--- src/core/conv_out_pkg.sv ---
// constants for the converter output and mode pin block
// assumes a single 40 MHz convert clock, mclk, and synchronous pin levels
// What this block does
// RULE1: coding select high gives twos complement output
// RULE2: output enable low drives pins, high floats
// RULE3: duty select high enables the stabilizer
// RULE4: standard powerdown high stops normal operation
// RULE5: quasi powerdown high enters quasi powerdown; the code enters it only while standard powerdown is low
// RULE6: each result is one 12-bit word, msb 11
// RULE7: word appears five clocks after sampling edge
// RULE8: stabilizer accepts 35 to 65 percent duty; the code only passes duty_select through and never measures duty
// RULE9: over range flag travels with its word
package conv_out_pkg;
  localparam int          SAMPLE_W      = 12;
  localparam int          LATENCY_CYC   = 5;
  localparam int          DUTY_MIN_PCT  = 35;
  localparam int          DUTY_MAX_PCT  = 65;
  localparam int          DUTY_OUT_PCT  = 50;
  localparam int          CLK_PERIOD_NS = 25;
  localparam logic [11:0] SAMPLE_RST    = 12'h000;
  localparam logic [11:0] MSB_MASK      = 12'h800;
endpackage : conv_out_pkg

--- src/core/conv_out.sv ---
// converter output stage: latency pipe, coding, buffer, tri-state pins and mode pins
// assumes raw offset binary samples arrive on each mclk edge from the quantizer
`timescale 1ns/1ps
module conv_out #(
  parameter int SAMPLE_BITS = conv_out_pkg::SAMPLE_W,
  parameter int LATENCY     = conv_out_pkg::LATENCY_CYC
) (
  input  wire logic                   mclk,
  input  wire logic                   rst,
  input  wire logic [SAMPLE_BITS-1:0] raw_sample,
  input  wire logic                   raw_over,
  input  wire logic                   coding_select,
  input  wire logic                   output_enable_n,
  input  wire logic                   duty_select,
  input  wire logic                   standard_powerdown,
  input  wire logic                   quasi_powerdown,
  input  wire logic                   sink_ready,
  output logic      [SAMPLE_BITS-1:0] sample_out,
  output logic      [SAMPLE_BITS-1:0] sample_oe,
  output logic                        over_range_flag,
  output logic                        over_range_oe,
  output logic                        sample_valid,
  output logic                        duty_cycle_stabilizer,
  output logic                        active,
  output logic                        quasi_down
);
  import conv_out_pkg::*;

  ////////////////////////////////////////////////////////////////////////////
  // latency pipe: word plus flag, shifts while running
  logic [SAMPLE_BITS:0] pipe_r   [LATENCY];
  logic [SAMPLE_BITS:0] pipe_nxt [LATENCY];
  logic [LATENCY-1:0]   pv_r, pv_nxt;
  logic                 run;

  assign run = !standard_powerdown && !quasi_powerdown; // RULE4 RULE5

  function automatic logic [SAMPLE_BITS-1:0] encode(input logic [SAMPLE_BITS-1:0] s, input logic tc);
    encode = tc ? (s ^ SAMPLE_BITS'(MSB_MASK)) : s; // RULE1
  endfunction : encode

  always_comb begin
    pipe_nxt = pipe_r;
    pv_nxt   = pv_r;
    if (run) begin
      pipe_nxt[0] = {raw_over, raw_sample}; // RULE6 RULE9
      pv_nxt[0]   = 1'b1;
      for (int i = 1; i < LATENCY; i++) begin
        pipe_nxt[i] = pipe_r[i-1]; // RULE7
        pv_nxt[i]   = pv_r[i-1];
      end
    end else if (standard_powerdown) begin
      pv_nxt = '0;
    end
  end

  always_ff @(posedge mclk or posedge rst) begin
    if (rst) begin
      for (int i = 0; i < LATENCY; i++) pipe_r[i] <= '0;
      pv_r <= '0;
    end else begin
      pipe_r <= pipe_nxt;
      pv_r   <= pv_nxt;
    end
  end

  ////////////////////////////////////////////////////////////////////////////
  // two-entry buffer; a short receiver stall loses no word. the converter cannot
  // be throttled, so a word that arrives while both entries wait is dropped
  logic [SAMPLE_BITS:0] buf_r [2];
  logic [SAMPLE_BITS:0] buf_nxt [2];
  logic [1:0]           cnt_r, cnt_nxt;
  logic                 in_v, pop;
  logic [SAMPLE_BITS:0] in_w;

  assign in_v = run && pv_r[LATENCY-1];
  assign in_w = pipe_r[LATENCY-1];
  assign pop  = sample_valid && sink_ready && !output_enable_n;

  always_comb begin
    buf_nxt = buf_r;
    cnt_nxt = cnt_r;
    if (pop) begin
      buf_nxt[0] = buf_r[1];
      cnt_nxt    = cnt_r - 2'h1;
    end
    if (in_v && (cnt_nxt != 2'h2)) begin
      buf_nxt[cnt_nxt[0]] = in_w;
      cnt_nxt             = cnt_nxt + 2'h1;
    end
  end

  always_ff @(posedge mclk or posedge rst) begin
    if (rst) begin
      buf_r[0] <= '0;
      buf_r[1] <= '0;
      cnt_r    <= 2'h0;
    end else begin
      buf_r <= buf_nxt;
      cnt_r <= cnt_nxt;
    end
  end

  ////////////////////////////////////////////////////////////////////////////
  // output word register and pin drive
  // the register loads the next buffer head, so it always mirrors buf_r[0];
  // coding is applied on load, so a coding change reaches the pins one clock later
  logic [SAMPLE_BITS-1:0] word_r, word_nxt;
  logic                   flag_r, flag_nxt;

  always_comb begin
    word_nxt = encode(buf_nxt[0][SAMPLE_BITS-1:0], coding_select); // RULE1
    flag_nxt = buf_nxt[0][SAMPLE_BITS]; // RULE9
  end

  always_ff @(posedge mclk or posedge rst) begin
    if (rst) begin
      word_r <= SAMPLE_RST;
      flag_r <= 1'b0;
    end else begin
      word_r <= word_nxt;
      flag_r <= flag_nxt;
    end
  end

  // data pins come straight from flip-flops; valid is a handshake and may be combinational
  assign sample_out      = word_r; // RULE6
  assign over_range_flag = flag_r; // RULE9
  assign sample_valid    = (cnt_r != 2'h0);
  assign sample_oe       = {SAMPLE_BITS{!output_enable_n}}; // RULE2
  assign over_range_oe   = !output_enable_n; // RULE2

  // stabilizer retimes 35..65 percent duty to 50; the digital side only flags it
  assign duty_cycle_stabilizer = duty_select; // RULE3 RULE8
  assign active                = run;
  assign quasi_down            = quasi_powerdown && !standard_powerdown; // RULE5

  ////////////////////////////////////////////////////////////////////////////
  // checks on the latency pipe

  // five pipe stages: five running edges give a valid tail, the buffer load comes one edge later
  latency_a: assert property (@(posedge mclk) disable iff (rst) // RULE7
    (run [*6]) |-> pv_r[LATENCY-1]) else $error("word not out after five clocks");

  pipe_a: assert property (@(posedge mclk) disable iff (rst) // RULE6
    run |=> pipe_r[0] == $past({raw_over, raw_sample})) else $error("sample not taken");

  powerdown_a: assert property (@(posedge mclk) disable iff (rst) // RULE4
    standard_powerdown |=> pv_r == '0) else $error("pipe alive in powerdown");

  down_a: assert property (@(posedge mclk) disable iff (rst) // RULE4
    standard_powerdown |-> !active) else $error("active in standard powerdown");

  quasi_a: assert property (@(posedge mclk) disable iff (rst) // RULE5
    quasi_powerdown |-> !active) else $error("active in quasi powerdown");

  // quasi powerdown keeps the pipe contents for a fast restart
  quasi_hold_a: assert property (@(posedge mclk) disable iff (rst) // RULE5
    quasi_powerdown && !standard_powerdown |=> $stable(pv_r) && $stable(pipe_r[LATENCY-1]))
    else $error("pipe moved in quasi powerdown");

  ////////////////////////////////////////////////////////////////////////////
  // checks on coding and pins

  // the word register holds reset contents for the first edge after release
  coding_a: assert property (@(posedge mclk) disable iff (rst) // RULE1
    !$past(rst) |-> sample_out[SAMPLE_BITS-1] == (buf_r[0][SAMPLE_BITS-1] ^ $past(coding_select)))
    else $error("bad coding");

  oe_a: assert property (@(posedge mclk) disable iff (rst) // RULE2
    sample_oe[0] != output_enable_n) else $error("bad drive");

  flag_oe_a: assert property (@(posedge mclk) disable iff (rst) // RULE2
    over_range_oe != output_enable_n) else $error("bad flag drive");

  dcs_a: assert property (@(posedge mclk) disable iff (rst) // RULE3
    duty_cycle_stabilizer == duty_select) else $error("stabilizer mismatch");

  flag_a: assert property (@(posedge mclk) disable iff (rst) // RULE9
    over_range_flag == buf_r[0][SAMPLE_BITS]) else $error("flag detached");

  ////////////////////////////////////////////////////////////////////////////
  // checks on the buffer

  cnt_a: assert property (@(posedge mclk) disable iff (rst)
    cnt_r <= 2'h2) else $error("buffer count overflow");

  // a waiting word stands until it is taken
  hold_a: assert property (@(posedge mclk) disable iff (rst)
    sample_valid && !pop |=> sample_valid && $stable(buf_r[0])) else $error("word lost");

  head_a: assert property (@(posedge mclk) disable iff (rst)
    pop && (cnt_r == 2'h2) |=> buf_r[0] == $past(buf_r[1])) else $error("second word lost");

  full_a: assert property (@(posedge mclk) disable iff (rst)
    (cnt_r == 2'h2) && !pop |=> cnt_r == 2'h2) else $error("full buffer drained");

  fill_a: assert property (@(posedge mclk) disable iff (rst)
    in_v && !sample_valid |=> sample_valid) else $error("word not buffered");

  empty_a: assert property (@(posedge mclk) disable iff (rst)
    !in_v && !sample_valid |=> !sample_valid) else $error("valid without word");

  ////////////////////////////////////////////////////////////////////////////
  // main scenarios reached
  stall_c: cover property (@(posedge mclk) cnt_r == 2'h2);
  stream_c: cover property (@(posedge mclk) pop [*4]);
  quasi_c: cover property (@(posedge mclk) quasi_powerdown ##1 !quasi_powerdown);
  drop_c: cover property (@(posedge mclk) (cnt_r == 2'h2) && in_v && !pop);
  coding_c: cover property (@(posedge mclk) sample_valid && coding_select);
endmodule : conv_out

--- config.mk ---
export PLATFORM = sky130hd
export DESIGN_NAME = conv_out
export DESIGN_NICKNAME = d
export VERILOG_FILES = /design/src/core/conv_out_pkg.sv /design/src/core/conv_out.sv
export SDC_FILE = /design/constraint.sdc
export NUM_CORES = 1
export LEC_CHECK = 0
export ABC_CLOCK_PERIOD_IN_PS = 3590
export BUFFER_PORTS_ARGS = -buffer_cell sky130_fd_sc_hd__buf_2
export CAP_MARGIN = 20
export CORE_UTILIZATION = 45
export CTS_BUF_LIST = sky130_fd_sc_hd__clkbuf_8
export DETAILED_ROUTE_END_ITERATION = 12
export SLEW_MARGIN = 20
export SYNTH_ARGS = -nofsm -noshare
export SYNTH_HDL_FRONTEND = slang
export SYNTH_SLANG_ARGS = --single-unit
export TNS_END_PERCENT = 1
--- constraint.sdc ---
create_clock -name mclk -period 3.59 [get_ports mclk]
set_clock_uncertainty 0.2 [all_clocks]
set_input_delay 0.1795 -clock mclk [delete_from_list [all_inputs] [get_ports mclk]]
set_output_delay 0.1795 -clock mclk [all_outputs]
set_load 0.005 [all_outputs]
==> report_table.html, run 1 <==
<table>
<tr><th>Metric</th><th>Value</th></tr>
<tr><th colspan="2">CTS</th></tr>
<tr><td># clock sinks</td><td>between 90 and 100</td></tr>
<tr><td>Bufs on Longest Clock Path</td><td>2</td></tr>
<tr><td>Number of buffers added by the clock tree synthesis step</td><td>9</td></tr>
<tr><td>Clock slew at the register clock pins of the worst setup and hold paths</td><td>around 0.10 ns</td></tr>
<tr><td>Clock latency on the worst-skew pair</td><td>between 0.3 and 0.4 ns</td></tr>
<tr><td>Buffer count from post-CTS setup fixing</td><td>0</td></tr>
<tr><td>TritonCTS clock tree</td><td>done</td></tr>
<tr><td>Root buffer cell</td><td>clkbuf_8</td></tr>
<tr><td>Level count of the clock H-tree</td><td>3</td></tr>
<tr><td>Cts repair resizes</td><td>0</td></tr>
<tr><th colspan="2">Die</th></tr>
<tr><td>Die Outline Area</td><td>9430 sq um</td></tr>
<tr><td>Row count</td><td>34</td></tr>
<tr><td>Starting density of the core</td><td>0.467</td></tr>
<tr><td>Floorplan core area</td><td>about 8700 sq um</td></tr>
<tr><td># IOs</td><td>51</td></tr>
<tr><td>Horizontal die dimension</td><td>97.1 um</td></tr>
<tr><td>Vertical extent of the die</td><td>slightly below 100 um</td></tr>
<tr><th colspan="2">Logic synthesis</th></tr>
<tr><td>Xor and xnor area share after synthesis</td><td>0.00830</td></tr>
<tr><td>Warning count from the yosys run</td><td>0</td></tr>
<tr><td>Synthesized netlist cell count</td><td>a little under 300</td></tr>
<tr><td>Dominant combinational cell family by area after synthesis</td><td>multiplexers</td></tr>
<tr><td>Most used DFF post-synth</td><td>dfrtp_1</td></tr>
<tr><td>Leading post-synthesis cells by cell area</td><td>dfrtp_1, mux2_2, buf_4</td></tr>
<tr><td>Post-synthesis net count</td><td>approximately 320</td></tr>
<tr><td>Average size of a mapped cell</td><td>roughly 14 sq um</td></tr>
<tr><td>Proportion of synthesized flip-flops having asynchronous set or reset</td><td>1.00</td></tr>
<tr><td>Portion of netlist area occupied by mux cells</td><td>0.231</td></tr>
<tr><td>Synth Area in Simple Gates</td><td>0.0559</td></tr>
<tr><td>Fraction of the mapped netlist area in compound gates</td><td>0.0274</td></tr>
<tr><td>Cell accounting for the most synthesized area</td><td>dfrtp_1</td></tr>
<tr><td>Synthesis-stage register bit count</td><td>99</td></tr>
<tr><td>Number of flops mapped to enable cells by yosys</td><td>0</td></tr>
<tr><td>Cell types with the highest counts after synthesis</td><td>dfrtp_1, mux2_2, nor2_1</td></tr>
<tr><td>Post-synthesis cell area</td><td>between 4000 and 5000 sq um</td></tr>
<tr><td>Fraction of post-synthesis cell area in the top cell type by area</td><td>0.609</td></tr>
<tr><td>Fraction of the mapped netlist area in adder cells</td><td>0.00615</td></tr>
<tr><td>Seq/Total Area, Yosys</td><td>0.609</td></tr>
<tr><td>Number of distinct library cells after synthesis</td><td>27</td></tr>
<tr><td>Leading cell type by number of instances after synthesis</td><td>dfrtp_1</td></tr>
<tr><th colspan="2">Timing</th></tr>
<tr><td>Relative slew slack</td><td>0.550</td></tr>
<tr><td>Unrepaired setup endpoints after global routing</td><td>no</td></tr>
<tr><td>Final setup fails</td><td>0</td></tr>
<tr><td>Maximum frequency from static timing analysis</td><td>330 MHz</td></tr>
<tr><td>Final worst-path cycle share</td><td>0.845</td></tr>
<tr><td>Minimum clock period</td><td>a little over 3 ns</td></tr>
<tr><td>Hold_ws</td><td>between 0.06 and 0.07 ns</td></tr>
<tr><td>Number of slew-limit violations in the final report</td><td>0</td></tr>
<tr><td>Setup WS post-layout</td><td>between 0.5 and 0.6 ns</td></tr>
<tr><td>Final Hold Vio Count</td><td>0</td></tr>
<tr><td>Slew of the pin with the lowest slew margin</td><td>roughly 0.67 ns</td></tr>
<tr><td>Setup TNS</td><td>0 ns</td></tr>
<tr><th colspan="2">Drt</th></tr>
<tr><td>Detail Route Antenna Nets</td><td>0</td></tr>
<tr><td>Iteration count of the initial detailed-routing pass</td><td>4</td></tr>
<tr><td>Routed length per instance</td><td>12.8 um</td></tr>
<tr><td>DRC</td><td>0</td></tr>
<tr><td>Initial DRC Count</td><td>a little under 60</td></tr>
<tr><td>Routed vias/inst</td><td>between 4 and 5</td></tr>
<tr><td>Total via count after detailed routing</td><td>roughly 2200</td></tr>
<tr><td>Final routed wirelength across all metal layers</td><td>between 5 and 6 mm</td></tr>
<tr><th colspan="2">Global route</th></tr>
<tr><td>Via count of the first global-routing pass</td><td>2210</td></tr>
<tr><td>Global router's overall resource usage</td><td>0.139</td></tr>
<tr><td>Antenna violations before repair</td><td>0</td></tr>
<tr><td>Overall overflow remaining after global route</td><td>0</td></tr>
<tr><td>Maximum number of pins on one net before global-route repair</td><td>44</td></tr>
<tr><td>First-pass GRT wire length</td><td>approximately 11 mm</td></tr>
<tr><th colspan="2">Cells and area</th></tr>
<tr><td>Share of layout cells above drive strength 1</td><td>0.404</td></tr>
<tr><td>Number of antenna repair diodes</td><td>0</td></tr>
<tr><td>Fin nets</td><td>360</td></tr>
<tr><td>Multi-input gate area in the final layout</td><td>around 1300 sq um</td></tr>
<tr><td>Footprint of the flip-flops and latches</td><td>~2500 sq um</td></tr>
<tr><td>Synth-to-Final Area Change</td><td>14.1%</td></tr>
<tr><td>Fin cells</td><td>450</td></tr>
<tr><td>Count of fill cells added during filler insertion</td><td>roughly 760</td></tr>
<tr><th colspan="2">Critical path</th></tr>
<tr><td>Largest fanout on the critical path</td><td>10</td></tr>
<tr><td>Data arrival time at the worst-slack endpoint</td><td>approximately 3.1 ns</td></tr>
<tr><td>Crit path required time</td><td>about 3.7 ns</td></tr>
<tr><td>Crit path launch type</td><td>flop</td></tr>
<tr><td>Crit Path Class</td><td>flop to flop</td></tr>
<tr><td>Kind of end point of the critical path</td><td>flop</td></tr>
<tr><th colspan="2">Power</th></tr>
<tr><td>Static Leak</td><td>2.16 nW</td></tr>
<tr><td>Tot Pwr</td><td>a little under 3 mW</td></tr>
<tr><td>Power density normalized to cell area</td><td>634 nW/um^2</td></tr>
<tr><td>IR Drop Worst-Case VDD</td><td>about 0.00023 V</td></tr>
<tr><th colspan="2">Flow run</th></tr>
<tr><td>Max Cap Viol</td><td>0</td></tr>
<tr><th colspan="2">Place</th></tr>
<tr><td>Count of input and output buffers</td><td>48</td></tr>
<tr><td>Routability-driven placement congestion ratio</td><td>roughly 0.77</td></tr>
<tr><td>Placed Cells</td><td>417</td></tr>
<tr><td>Post-DP HPWL</td><td>~3.8 mm</td></tr>
<tr><td>Pre-CTS setup slack</td><td>around 0.57 ns</td></tr>
<tr><th colspan="2">Status</th></tr>
<tr><td>Result of the run</td><td>complete, no violations</td></tr>
<tr><th colspan="2">Worst hold path</th></tr>
<tr><td>Path type of the worst min-delay path</td><td>input port to flop</td></tr>
</table>
==> logic make-up after synthesis <==
logic type	after synthesis
buffers and inverters	41
DFF	99
and+or+nand+nor	44
xor gates and xnor gates	3
adders and majority gates	2
muxes	84
AOI/OAI and AO/OA	19
==> path summary, 6_finish.rpt <==
| path | start | to | slack (ns) | depth (start not counted) |
|---|---|---|---|---|
| setup reg to reg | cnt_r[0] | sample_out[3] | 0.56 | 10 |
| setup / recovery | cnt_r[0] | sample_out[3] | 0.56 | 10 |
| max in group asynchronous | rst | pipe_r[29] | 2.22 | 4 |
| hold reg to reg | flop | flop | 0.29 | 1 |
| min in group asynchronous | rst | pipe_r[64] | 0.21 | 3 |
| hold / removal | sink_ready | sample_out[10] | 0.06 | 3 |
==> metrics by stage <==
step / cell area [sq um] / util
floorplan: 4070 / -
detailed placement: 4250 / 0.487
global route: 4640 / 0.533
global placement: 4250 / 0.487
finish: 4640 / 0.533
CTS: 4640 / 0.533
==> metal layers <==
metal | vias to the layer above | GRT usage | wire, um
met3 | 10 | 0.0273 | 211
li1 | 1071 | - | -
met2 | 51 | 0.194 | 2340
met5 | - | 0 | 0
met1 | 1107 | 0.202 | 3070
met4 | 0 | 0.0781 | 141
==> cell type report <==
cell class              instances  share of cell area
multi-input cells             152               0.289
well taps                     108              0.0291
inverters                       7             0.00620
clock inverters                 6              0.0191
flip-flops and latches         99               0.533
clock buffers                  10              0.0296
repair buffers                 68              0.0932
==> worst max-delay path: stages, from the launching register on <==
cell	delay, ns
dfrtp_1	0.46
inv_1	0.09
ha_1	0.25
nor3b_4	0.36
xnor2_2	0.20
ha_1	0.28
nor4b_4	0.41
nand2_1	0.15
nand2_1	0.30
o22ai_1	0.16
nor2_1	0.11
==> power by group <==
| part | switching [mW] | internal [mW] |
|---|---|---|
| registers | 0.189 | 1.42 |
| logic | 0.226 | 0.330 |
| clock network | 0.364 | 0.411 |
| total | 0.778 | 2.16 |
==> cell usage in the layout (no fill, tap or decap), types with 3 or more instances in the layout <==
master	count
mux2_2	65
clkbuf_8	10
nand3_1	3
a21oi_1	5
dfrtp_1	99
mux2_1	13
nand2_1	7
dlygate4sd3_1	17
nor2_1	25
mux2i_1	6
o22ai_1	10
inv_1	6
buf_2	48
buf_4	3
==> repair_timing <==
item,4_1_cts,5_1_grt
hold buffers,17,0
hold endpoints to repair,57,0
endpoints found under the setup margin,0,0
(Power assumes the default switching activity.)
==> run 2: changes to the inputs <==
--- a/config.mk
+++ b/config.mk
@@ -5,12 +5,13 @@
 export SDC_FILE = /design/constraint.sdc
 export NUM_CORES = 1
 export LEC_CHECK = 0
-export ABC_CLOCK_PERIOD_IN_PS = 3590
+export ABC_CLOCK_PERIOD_IN_PS = 2500
 export BUFFER_PORTS_ARGS = -buffer_cell sky130_fd_sc_hd__buf_2
 export CAP_MARGIN = 20
 export CORE_UTILIZATION = 45
 export CTS_BUF_LIST = sky130_fd_sc_hd__clkbuf_8
 export DETAILED_ROUTE_END_ITERATION = 12
+export PLACE_DENSITY = 0.67
 export SLEW_MARGIN = 20
 export SYNTH_ARGS = -nofsm -noshare
 export SYNTH_HDL_FRONTEND = slang
==> constraint.sdc (replaced) <==
create_clock -name mclk -period 2.5 [get_ports mclk]
set_clock_uncertainty 0.2 [all_clocks]
set_input_delay 0.125 -clock mclk [delete_from_list [all_inputs] [get_ports mclk]]
set_output_delay 0.125 -clock mclk [all_outputs]
set_load 0.005 [all_outputs]
==> report_table.html, run 2 (same netlist as run 1, synthesis figures left out) <==
<table>
<tr><th>Metric</th><th>Value</th></tr>
<tr><th colspan="2">Critical path</th></tr>
<tr><td>Worst reg2reg path endpoint</td><td>buf_r[25] (was sample_out[3])</td></tr>
<tr><td>Crit Path Class</td><td>flop to flop (unchanged)</td></tr>
<tr><td>Crit path required time</td><td>2.55 ns (was 3.67 ns)</td></tr>
<tr><td>Worst path max stage delay</td><td>0.36 ns (was 0.46 ns)</td></tr>
<tr><td>Reg2Reg Launch Point</td><td>cnt_r[1] (was cnt_r[0])</td></tr>
<tr><td>Setup slack of the worst register-to-register path</td><td>0.01 ns (was 0.56 ns)</td></tr>
<tr><td>Number of cells traversed by the worst register-to-register path</td><td>11 (was 10)</td></tr>
<tr><td>Largest fanout on the critical path</td><td>4 (was 10)</td></tr>
<tr><td>Crit path cell chain</td><td>inv_1, ha_4, nor3b_4, buf_6, xnor2_4, ha_4, nand3b_1, buf_6, or3_1, o21ai_1, a21oi_1 (was inv_1, ha_1, nor3b_4, xnor2_2, ha_1, nor4b_4, nand2_1, nand2_1, o22ai_1, nor2_1)</td></tr>
<tr><td>Crit path launch type</td><td>flop (unchanged)</td></tr>
<tr><td>Slowest CP cell</td><td>dfrtp_1 (unchanged)</td></tr>
<tr><td>Data arrival time at the worst-slack endpoint</td><td>2.54 ns (was 3.12 ns)</td></tr>
<tr><td>Kind of end point of the critical path</td><td>flop (unchanged)</td></tr>
<tr><th colspan="2">Drt</th></tr>
<tr><td>Final routed wirelength across all metal layers</td><td>6.18 mm (was 5.76 mm)</td></tr>
<tr><td>Total via count after detailed routing</td><td>2304 (was 2239)</td></tr>
<tr><td>Iteration count of the initial detailed-routing pass</td><td>4 (unchanged)</td></tr>
<tr><td>Routed vias/inst</td><td>4.91 (was 4.98)</td></tr>
<tr><td>DRC</td><td>0 (unchanged)</td></tr>
<tr><td>Initial DRC Count</td><td>96 (was 58)</td></tr>
<tr><td>Detail Route Antenna Nets</td><td>0 (unchanged)</td></tr>
<tr><td>Routed length per instance</td><td>13.2 um (was 12.8 um)</td></tr>
<tr><th colspan="2">Cells and area</th></tr>
<tr><td>Post-route design area</td><td>4940 sq um (was 4640 sq um)</td></tr>
<tr><td>Core utilization of the finished layout</td><td>0.566 (was 0.533)</td></tr>
<tr><td>Multi-input gate area in the final layout</td><td>1420 sq um (was 1340 sq um)</td></tr>
<tr><td>Commonest non-fill, non-tap cells in the layout</td><td>dfrtp_1, mux2_2, buf_2 (unchanged)</td></tr>
<tr><td>Footprint of the flip-flops and latches</td><td>2480 sq um (unchanged)</td></tr>
<tr><td>Fin nets</td><td>379 (was 360)</td></tr>
<tr><td>Count of fill cells added during filler insertion</td><td>713 (was 755)</td></tr>
<tr><td>Number of antenna repair diodes</td><td>0 (unchanged)</td></tr>
<tr><td>Most common cell after layout, fill and taps aside</td><td>dfrtp_1 (unchanged)</td></tr>
<tr><td>Share of layout cells above drive strength 1</td><td>0.457 (was 0.404)</td></tr>
<tr><td>Synth-to-Final Area Change</td><td>21.4% (was 14.1%)</td></tr>
<tr><th colspan="2">Flow run</th></tr>
<tr><td>Max Cap Viol</td><td>0 (unchanged)</td></tr>
<tr><th colspan="2">CTS</th></tr>
<tr><td>Root buffer cell</td><td>clkbuf_8 (unchanged)</td></tr>
<tr><td>Clock latency on the worst-skew pair</td><td>0.36 ns (was 0.34 ns)</td></tr>
<tr><td>Clock slew at the register clock pins of the worst setup and hold paths</td><td>0.10 ns (about the same)</td></tr>
<tr><td>Number of buffers added by the clock tree synthesis step</td><td>9 (unchanged)</td></tr>
<tr><td>TritonCTS clock tree</td><td>done (unchanged)</td></tr>
<tr><td>Bufs on Longest Clock Path</td><td>2 (unchanged)</td></tr>
<tr><td># clock sinks</td><td>99 (unchanged)</td></tr>
<tr><td>Level count of the clock H-tree</td><td>3 (unchanged)</td></tr>
<tr><th colspan="2">Timing</th></tr>
<tr><td>Final Hold Vio Count</td><td>0 (unchanged)</td></tr>
<tr><td>Setup TNS</td><td>0 ns (unchanged)</td></tr>
<tr><td>Unrepaired setup endpoints after global routing</td><td>yes (was no)</td></tr>
<tr><td>Maximum frequency from static timing analysis</td><td>402 MHz (was 330 MHz)</td></tr>
<tr><td>Final setup fails</td><td>0 (unchanged)</td></tr>
<tr><td>Slew of the pin with the lowest slew margin</td><td>0.774 ns (was 0.673 ns)</td></tr>
<tr><td>Final worst-path cycle share</td><td>0.996 (was 0.845)</td></tr>
<tr><td>Number of slew-limit violations in the final report</td><td>0 (unchanged)</td></tr>
<tr><td>Minimum clock period</td><td>2.49 ns (was 3.03 ns)</td></tr>
<tr><td>Relative slew slack</td><td>0.483 (was 0.550)</td></tr>
<tr><th colspan="2">Global route</th></tr>
<tr><td>Global router's overall resource usage</td><td>0.143 (was 0.139)</td></tr>
<tr><td>Maximum number of pins on one net before global-route repair</td><td>67 (was 44)</td></tr>
<tr><td>Antenna violations before repair</td><td>0 (unchanged)</td></tr>
<tr><td>Overall overflow remaining after global route</td><td>0 (unchanged)</td></tr>
<tr><td>Via count of the first global-routing pass</td><td>2258 (was 2210)</td></tr>
<tr><td>First-pass GRT wire length</td><td>10.9 mm (was 10.5 mm)</td></tr>
<tr><th colspan="2">Die</th></tr>
<tr><td># IOs</td><td>51 (unchanged)</td></tr>
<tr><td>Horizontal die dimension</td><td>97.1 um (unchanged)</td></tr>
<tr><td>Die Outline Area</td><td>9430 sq um (unchanged)</td></tr>
<tr><td>Vertical extent of the die</td><td>97.1 um (unchanged)</td></tr>
<tr><td>Row count</td><td>34 (unchanged)</td></tr>
<tr><td>Floorplan core area</td><td>8720 sq um (unchanged)</td></tr>
<tr><td>Starting density of the core</td><td>0.467 (unchanged)</td></tr>
<tr><th colspan="2">Status</th></tr>
<tr><td>Result of the run</td><td>complete, no violations (unchanged)</td></tr>
<tr><th colspan="2">Power</th></tr>
<tr><td>Static Leak</td><td>2.28 nW (was 2.16 nW)</td></tr>
<tr><td>Power density normalized to cell area</td><td>903 nW/um^2 (was 634 nW/um^2)</td></tr>
<tr><td>Tot Pwr</td><td>4.46 mW (was 2.94 mW)</td></tr>
<tr><td>IR Drop Worst-Case VDD</td><td>0.000376 V (was 0.000229 V)</td></tr>
<tr><th colspan="2">Worst hold path</th></tr>
<tr><td>Hold path startpoint</td><td>duty_select (was sink_ready)</td></tr>
<tr><td>Hold Path Depth</td><td>0 (was 3)</td></tr>
<tr><td>Path type of the worst min-delay path</td><td>input port to output port (was input port to flop)</td></tr>
<tr><td>WHS Endpoint</td><td>duty_cycle_stabilizer (was sample_out[10])</td></tr>
<tr><th colspan="2">Place</th></tr>
<tr><td>Routability-driven placement congestion ratio</td><td>0.764 (was 0.765)</td></tr>
<tr><td>Count of input and output buffers</td><td>48 (unchanged)</td></tr>
<tr><td>Placement-stage cell area</td><td>4390 sq um (was 4250 sq um)</td></tr>
<tr><td>Post-DP HPWL</td><td>3.93 mm (was 3.80 mm)</td></tr>
</table>
-- run 2: cell types whose count changed in the layout (fill, tap and decap cells not counted), sizes merged --
| cell | previous run | this run |
|---|---|---|
| clkinvlp | 2 | 3 |
| inv | 7 | 6 |
| buf | 51 | 68 |
| dlygate4sd3 | 17 | 19 |
-- run 2: repair_timing --
| item | 4_1_cts | 5_1_grt |
|---|---|---|
| gates resized for setup | 4 | 14 |
| hold buffers | 19 | 0 |
| pin swaps | 1 | 9 |
| endpoints found under the setup margin | 26 | 27 |
| setup buffers | 1 | 6 |
| gates cloned | 0 | 0 |
| hold endpoints to repair | 53 | 0 |
-- run 2: per-layer routing --
metal  GRT usage  up-vias  part of all wire
met5           0        -                 0
met4      0.0654        0             0.019
met3      0.0345        8             0.039
met2       0.213       46              0.46
met1       0.198     1137              0.48
li1            -     1113                 -
-- run 2: critical path, delay by kind of cell (launching register included) --
family                     cells  cell delay, ns
AOI/OAI and AO/OA              2            0.15
xor gates and xnor gates       1            0.08
adders and majority gates      2            0.35
buffers and inverters          3            0.40
DFF                            1            0.36
and+or+nand+nor                3            0.84
-- run 2: area by class of cell --
type,instances,area share
repair buffers,87,0.132
flip-flops and latches,99,0.502
clock inverters,6,0.0180
well taps,108,0.0274
multi-input cells,152,0.287
clock buffers,10,0.0279
inverters,7,0.00608
-- run 2: worst max-delay path by stage --
| stage | start | to | slack (ns) | cells past startpoint |
|---|---|---|---|---|
| finish | cnt_r[1] | buf_r[25] | 0.01 | 11 |
| global route | cnt_r[1] | sample_out[10] | -0.12 | 13 |
| floorplan | cnt_r[0] | flop | -0.22 | 9 |
| detailed placement | cnt_r[0] | sample_out[2] | -0.13 | 10 |
| global placement | cnt_r[0] | sample_out[2] | 0.03 | 10 |
| CTS | cnt_r[0] | buf_r[25] | 0.01 | 10 |
-- run 2: report_power, final --
group | internal, mW | switching, mW
logic | 0.613 | 0.409
clock network | 0.590 | 0.531
registers | 2.05 | 0.273
total | 3.25 | 1.21
-- run 2: metrics by stage --
stage | setup slack, ns | cells | hold WS, ns
after floorplan | -0.225 | 292 | 0.0184
after global routing | -0.122 | 469 | 0.0500
after global placement | 0.0312 | 427 | 0.0501
final | 0.0105 | 469 | 0.0500
after detailed placement | -0.133 | 427 | 0.0501
after CTS | 0.0145 | 463 | 0.0455
==> run 3: changes to the inputs <==
--- a/config.mk
+++ b/config.mk
@@ -8,9 +8,11 @@
 export ABC_CLOCK_PERIOD_IN_PS = 2500
 export BUFFER_PORTS_ARGS = -buffer_cell sky130_fd_sc_hd__buf_2
 export CAP_MARGIN = 20
+export CORE_MARGIN = 1
 export CORE_UTILIZATION = 45
 export CTS_BUF_LIST = sky130_fd_sc_hd__clkbuf_8
 export DETAILED_ROUTE_END_ITERATION = 12
+export MAX_ROUTING_LAYER = met4
 export PLACE_DENSITY = 0.67
 export SLEW_MARGIN = 20
 export SYNTH_ARGS = -nofsm -noshare
==> report_table.html, run 3 (same netlist as run 1, synthesis figures left out) <==
<table>
<tr><th>Metric</th><th>Value</th></tr>
<tr><th colspan="2">Status</th></tr>
<tr><td>Result of the run</td><td>complete, no violations (unchanged)</td></tr>
<tr><th colspan="2">Drt</th></tr>
<tr><td>Routed length per instance</td><td>13.2 um (about the same)</td></tr>
<tr><td>Total via count after detailed routing</td><td>2305 (was 2304)</td></tr>
<tr><td>DRC</td><td>0 (unchanged)</td></tr>
<tr><td>Final routed wirelength across all metal layers</td><td>6.17 mm (was 6.18 mm)</td></tr>
<tr><td>Iteration count of the initial detailed-routing pass</td><td>4 (unchanged)</td></tr>
<tr><td>Detail Route Antenna Nets</td><td>0 (unchanged)</td></tr>
<tr><td>Initial DRC Count</td><td>109 (was 96)</td></tr>
<tr><td>Routed vias/inst</td><td>4.91 (about the same)</td></tr>
<tr><th colspan="2">Flow run</th></tr>
<tr><td>Max Cap Viol</td><td>0 (unchanged)</td></tr>
<tr><th colspan="2">Critical path</th></tr>
<tr><td>Reg2Reg Launch Point</td><td>cnt_r[1] (unchanged)</td></tr>
<tr><td>Crit path launch type</td><td>flop (unchanged)</td></tr>
<tr><td>Crit Path Class</td><td>flop to flop (unchanged)</td></tr>
<tr><td>Crit path required time</td><td>2.55 ns (about the same)</td></tr>
<tr><td>Largest fanout on the critical path</td><td>4 (unchanged)</td></tr>
<tr><td>Setup slack of the worst register-to-register path</td><td>0.01 ns (about the same)</td></tr>
<tr><td>Worst reg2reg path endpoint</td><td>buf_r[25] (unchanged)</td></tr>
<tr><td>Data arrival time at the worst-slack endpoint</td><td>2.54 ns (about the same)</td></tr>
<tr><td>Number of cells traversed by the worst register-to-register path</td><td>11 (unchanged)</td></tr>
<tr><td>Kind of end point of the critical path</td><td>flop (unchanged)</td></tr>
<tr><th colspan="2">Global route</th></tr>
<tr><td>Maximum number of pins on one net before global-route repair</td><td>67 (unchanged)</td></tr>
<tr><td>Global router's overall resource usage</td><td>0.147 (was 0.143)</td></tr>
<tr><td>Overall overflow remaining after global route</td><td>0 (unchanged)</td></tr>
<tr><td>Antenna violations before repair</td><td>0 (unchanged)</td></tr>
<tr><td>Via count of the first global-routing pass</td><td>2259 (was 2258)</td></tr>
<tr><td>First-pass GRT wire length</td><td>10.9 mm (unchanged)</td></tr>
<tr><th colspan="2">Die</th></tr>
<tr><td>Die Outline Area</td><td>9430 sq um (unchanged)</td></tr>
<tr><td>Vertical extent of the die</td><td>97.1 um (unchanged)</td></tr>
<tr><td>Starting density of the core</td><td>0.467 (unchanged)</td></tr>
<tr><td># IOs</td><td>51 (unchanged)</td></tr>
<tr><td>Row count</td><td>34 (unchanged)</td></tr>
<tr><td>Horizontal die dimension</td><td>97.1 um (unchanged)</td></tr>
<tr><td>Floorplan core area</td><td>8720 sq um (unchanged)</td></tr>
<tr><th colspan="2">CTS</th></tr>
<tr><td>Root buffer cell</td><td>clkbuf_8 (unchanged)</td></tr>
<tr><td>Level count of the clock H-tree</td><td>3 (unchanged)</td></tr>
<tr><td>TritonCTS clock tree</td><td>done (unchanged)</td></tr>
<tr><td>Bufs on Longest Clock Path</td><td>2 (unchanged)</td></tr>
<tr><td>Clock latency on the worst-skew pair</td><td>0.36 ns (about the same)</td></tr>
<tr><td># clock sinks</td><td>99 (unchanged)</td></tr>
<tr><td>Number of buffers added by the clock tree synthesis step</td><td>9 (unchanged)</td></tr>
<tr><td>Clock slew at the register clock pins of the worst setup and hold paths</td><td>0.10 ns (about the same)</td></tr>
<tr><th colspan="2">Cells and area</th></tr>
<tr><td>Count of fill cells added during filler insertion</td><td>713 (unchanged)</td></tr>
<tr><td>Core utilization of the finished layout</td><td>0.566 (unchanged)</td></tr>
<tr><td>Post-route design area</td><td>4940 sq um (unchanged)</td></tr>
<tr><td>Synth-to-Final Area Change</td><td>21.4% (unchanged)</td></tr>
<tr><td>Number of antenna repair diodes</td><td>0 (unchanged)</td></tr>
<tr><td>Footprint of the flip-flops and latches</td><td>2480 sq um (unchanged)</td></tr>
<tr><td>Share of layout cells above drive strength 1</td><td>0.457 (unchanged)</td></tr>
<tr><td>Commonest non-fill, non-tap cells in the layout</td><td>dfrtp_1, mux2_2, buf_2 (unchanged)</td></tr>
<tr><td>Most common cell after layout, fill and taps aside</td><td>dfrtp_1 (unchanged)</td></tr>
<tr><td>Fin nets</td><td>379 (unchanged)</td></tr>
<tr><td>Multi-input gate area in the final layout</td><td>1420 sq um (unchanged)</td></tr>
<tr><th colspan="2">Place</th></tr>
<tr><td>Count of input and output buffers</td><td>48 (unchanged)</td></tr>
<tr><td>Post-DP HPWL</td><td>3.93 mm (unchanged)</td></tr>
<tr><td>Routability-driven placement congestion ratio</td><td>0.774 (was 0.764)</td></tr>
<tr><td>Pre-CTS setup slack</td><td>-0.133 ns (unchanged)</td></tr>
<tr><td>Placement-stage cell area</td><td>4390 sq um (unchanged)</td></tr>
<tr><th colspan="2">Timing</th></tr>
<tr><td>Relative slew slack</td><td>0.482 (was 0.483)</td></tr>
<tr><td>Final setup fails</td><td>0 (unchanged)</td></tr>
<tr><td>Minimum clock period</td><td>2.49 ns (about the same)</td></tr>
<tr><td>Setup WS post-layout</td><td>0.0111 ns (was 0.0105 ns)</td></tr>
<tr><td>Final Hold Vio Count</td><td>0 (unchanged)</td></tr>
<tr><td>Slew of the pin with the lowest slew margin</td><td>0.775 ns (was 0.774 ns)</td></tr>
<tr><td>Final worst-path cycle share</td><td>0.996 (about the same)</td></tr>
<tr><td>Number of slew-limit violations in the final report</td><td>0 (unchanged)</td></tr>
<tr><td>Unrepaired setup endpoints after global routing</td><td>yes (unchanged)</td></tr>
<tr><td>Maximum frequency from static timing analysis</td><td>402 MHz (about the same)</td></tr>
<tr><th colspan="2">Power</th></tr>
<tr><td>Static Leak</td><td>2.28 nW (unchanged)</td></tr>
<tr><td>Power density normalized to cell area</td><td>903 nW/um^2 (about the same)</td></tr>
<tr><td>IR Drop Worst-Case VDD</td><td>0.000375 V (was 0.000376 V)</td></tr>
<tr><th colspan="2">Worst hold path</th></tr>
<tr><td>WHS Endpoint</td><td>duty_cycle_stabilizer (unchanged)</td></tr>
<tr><td>Path type of the worst min-delay path</td><td>input port to output port (unchanged)</td></tr>
<tr><td>Hold Path Depth</td><td>0 (unchanged)</td></tr>
<tr><td>Hold path startpoint</td><td>duty_select (unchanged)</td></tr>
</table>
==> run 3: layout make-up <==
type / count / share of cell area
Clock inverter: 6 / 0.0180
Inverter: 7 / 0.00608
Sequential cell: 99 / 0.502
Multi-Input combinational cell: 152 / 0.287
Clock buffer: 10 / 0.0279
Timing Repair Buffer: 87 / 0.132
Tap cell: 108 / 0.0274
==> run 3: how the worst max path moves through the flow <==
stage	slack [ns]	endpoint	cells after the start	startpoint
3_5_place_dp	-0.13	sample_out[2]	10	cnt_r[0]
4_1_cts	0.01	buf_r[25]	10	cnt_r[0]
3_3_place_gp	0.03	sample_out[2]	10	cnt_r[0]
2_1_floorplan	-0.22	flop	9	cnt_r[0]
6_report	0.01	buf_r[25]	11	cnt_r[1]
5_1_grt	-0.12	sample_out[10]	13	cnt_r[1]
==> run 3: layer usage <==
layer | part of all wire | up-vias | global-route usage
met3 | 0.038 | 11 | 0.0345
met4 | 0.018 | 0 | 0.0654
met2 | 0.46 | 47 | 0.213
met5 | 0 | - | -
li1 | - | 1116 | -
met1 | 0.49 | 1131 | 0.198
==> run 3: critical path: stages (launching register included) <==
cell and delay [ns]:
dfrtp_1 0.36, inv_1 0.08, ha_4 0.17, nor3b_4 0.25, buf_6 0.15, xnor2_4 0.08
ha_4 0.18, nand3b_1 0.23, buf_6 0.17, or3_1 0.36, o21ai_1 0.08, a21oi_1 0.07
==> run 3: power breakdown <==
part | total [mW] | internal (mW) | switching (mW)
combinational | 1.02 | 0.613 | 0.409
sequential | 2.32 | 2.05 | 0.273
clock | 1.12 | 0.590 | 0.530
total | 4.46 | 3.25 | 1.21
==> run 3: what timing repair did <==
action	4_1_cts	5_1_grt
resized for setup	4	14
setup endpoints to repair	26	27
buffers inserted	1	6
hold buffers	19	0
hold endpoints to repair	53	0
pin swaps	1	9
==> run 3: through the flow <==
stage               hold slack [ns]  setup TNS [ns]  power (mW)  std cells
detailed placement           0.0501           -1.51        3.20        427
global route                 0.0500           -1.10        4.75        469
CTS                          0.0455               0        4.38        463
global placement             0.0501               0        3.15        427
floorplan                    0.0184           -4.01        2.98        292
finish                       0.0500               0        4.46        469
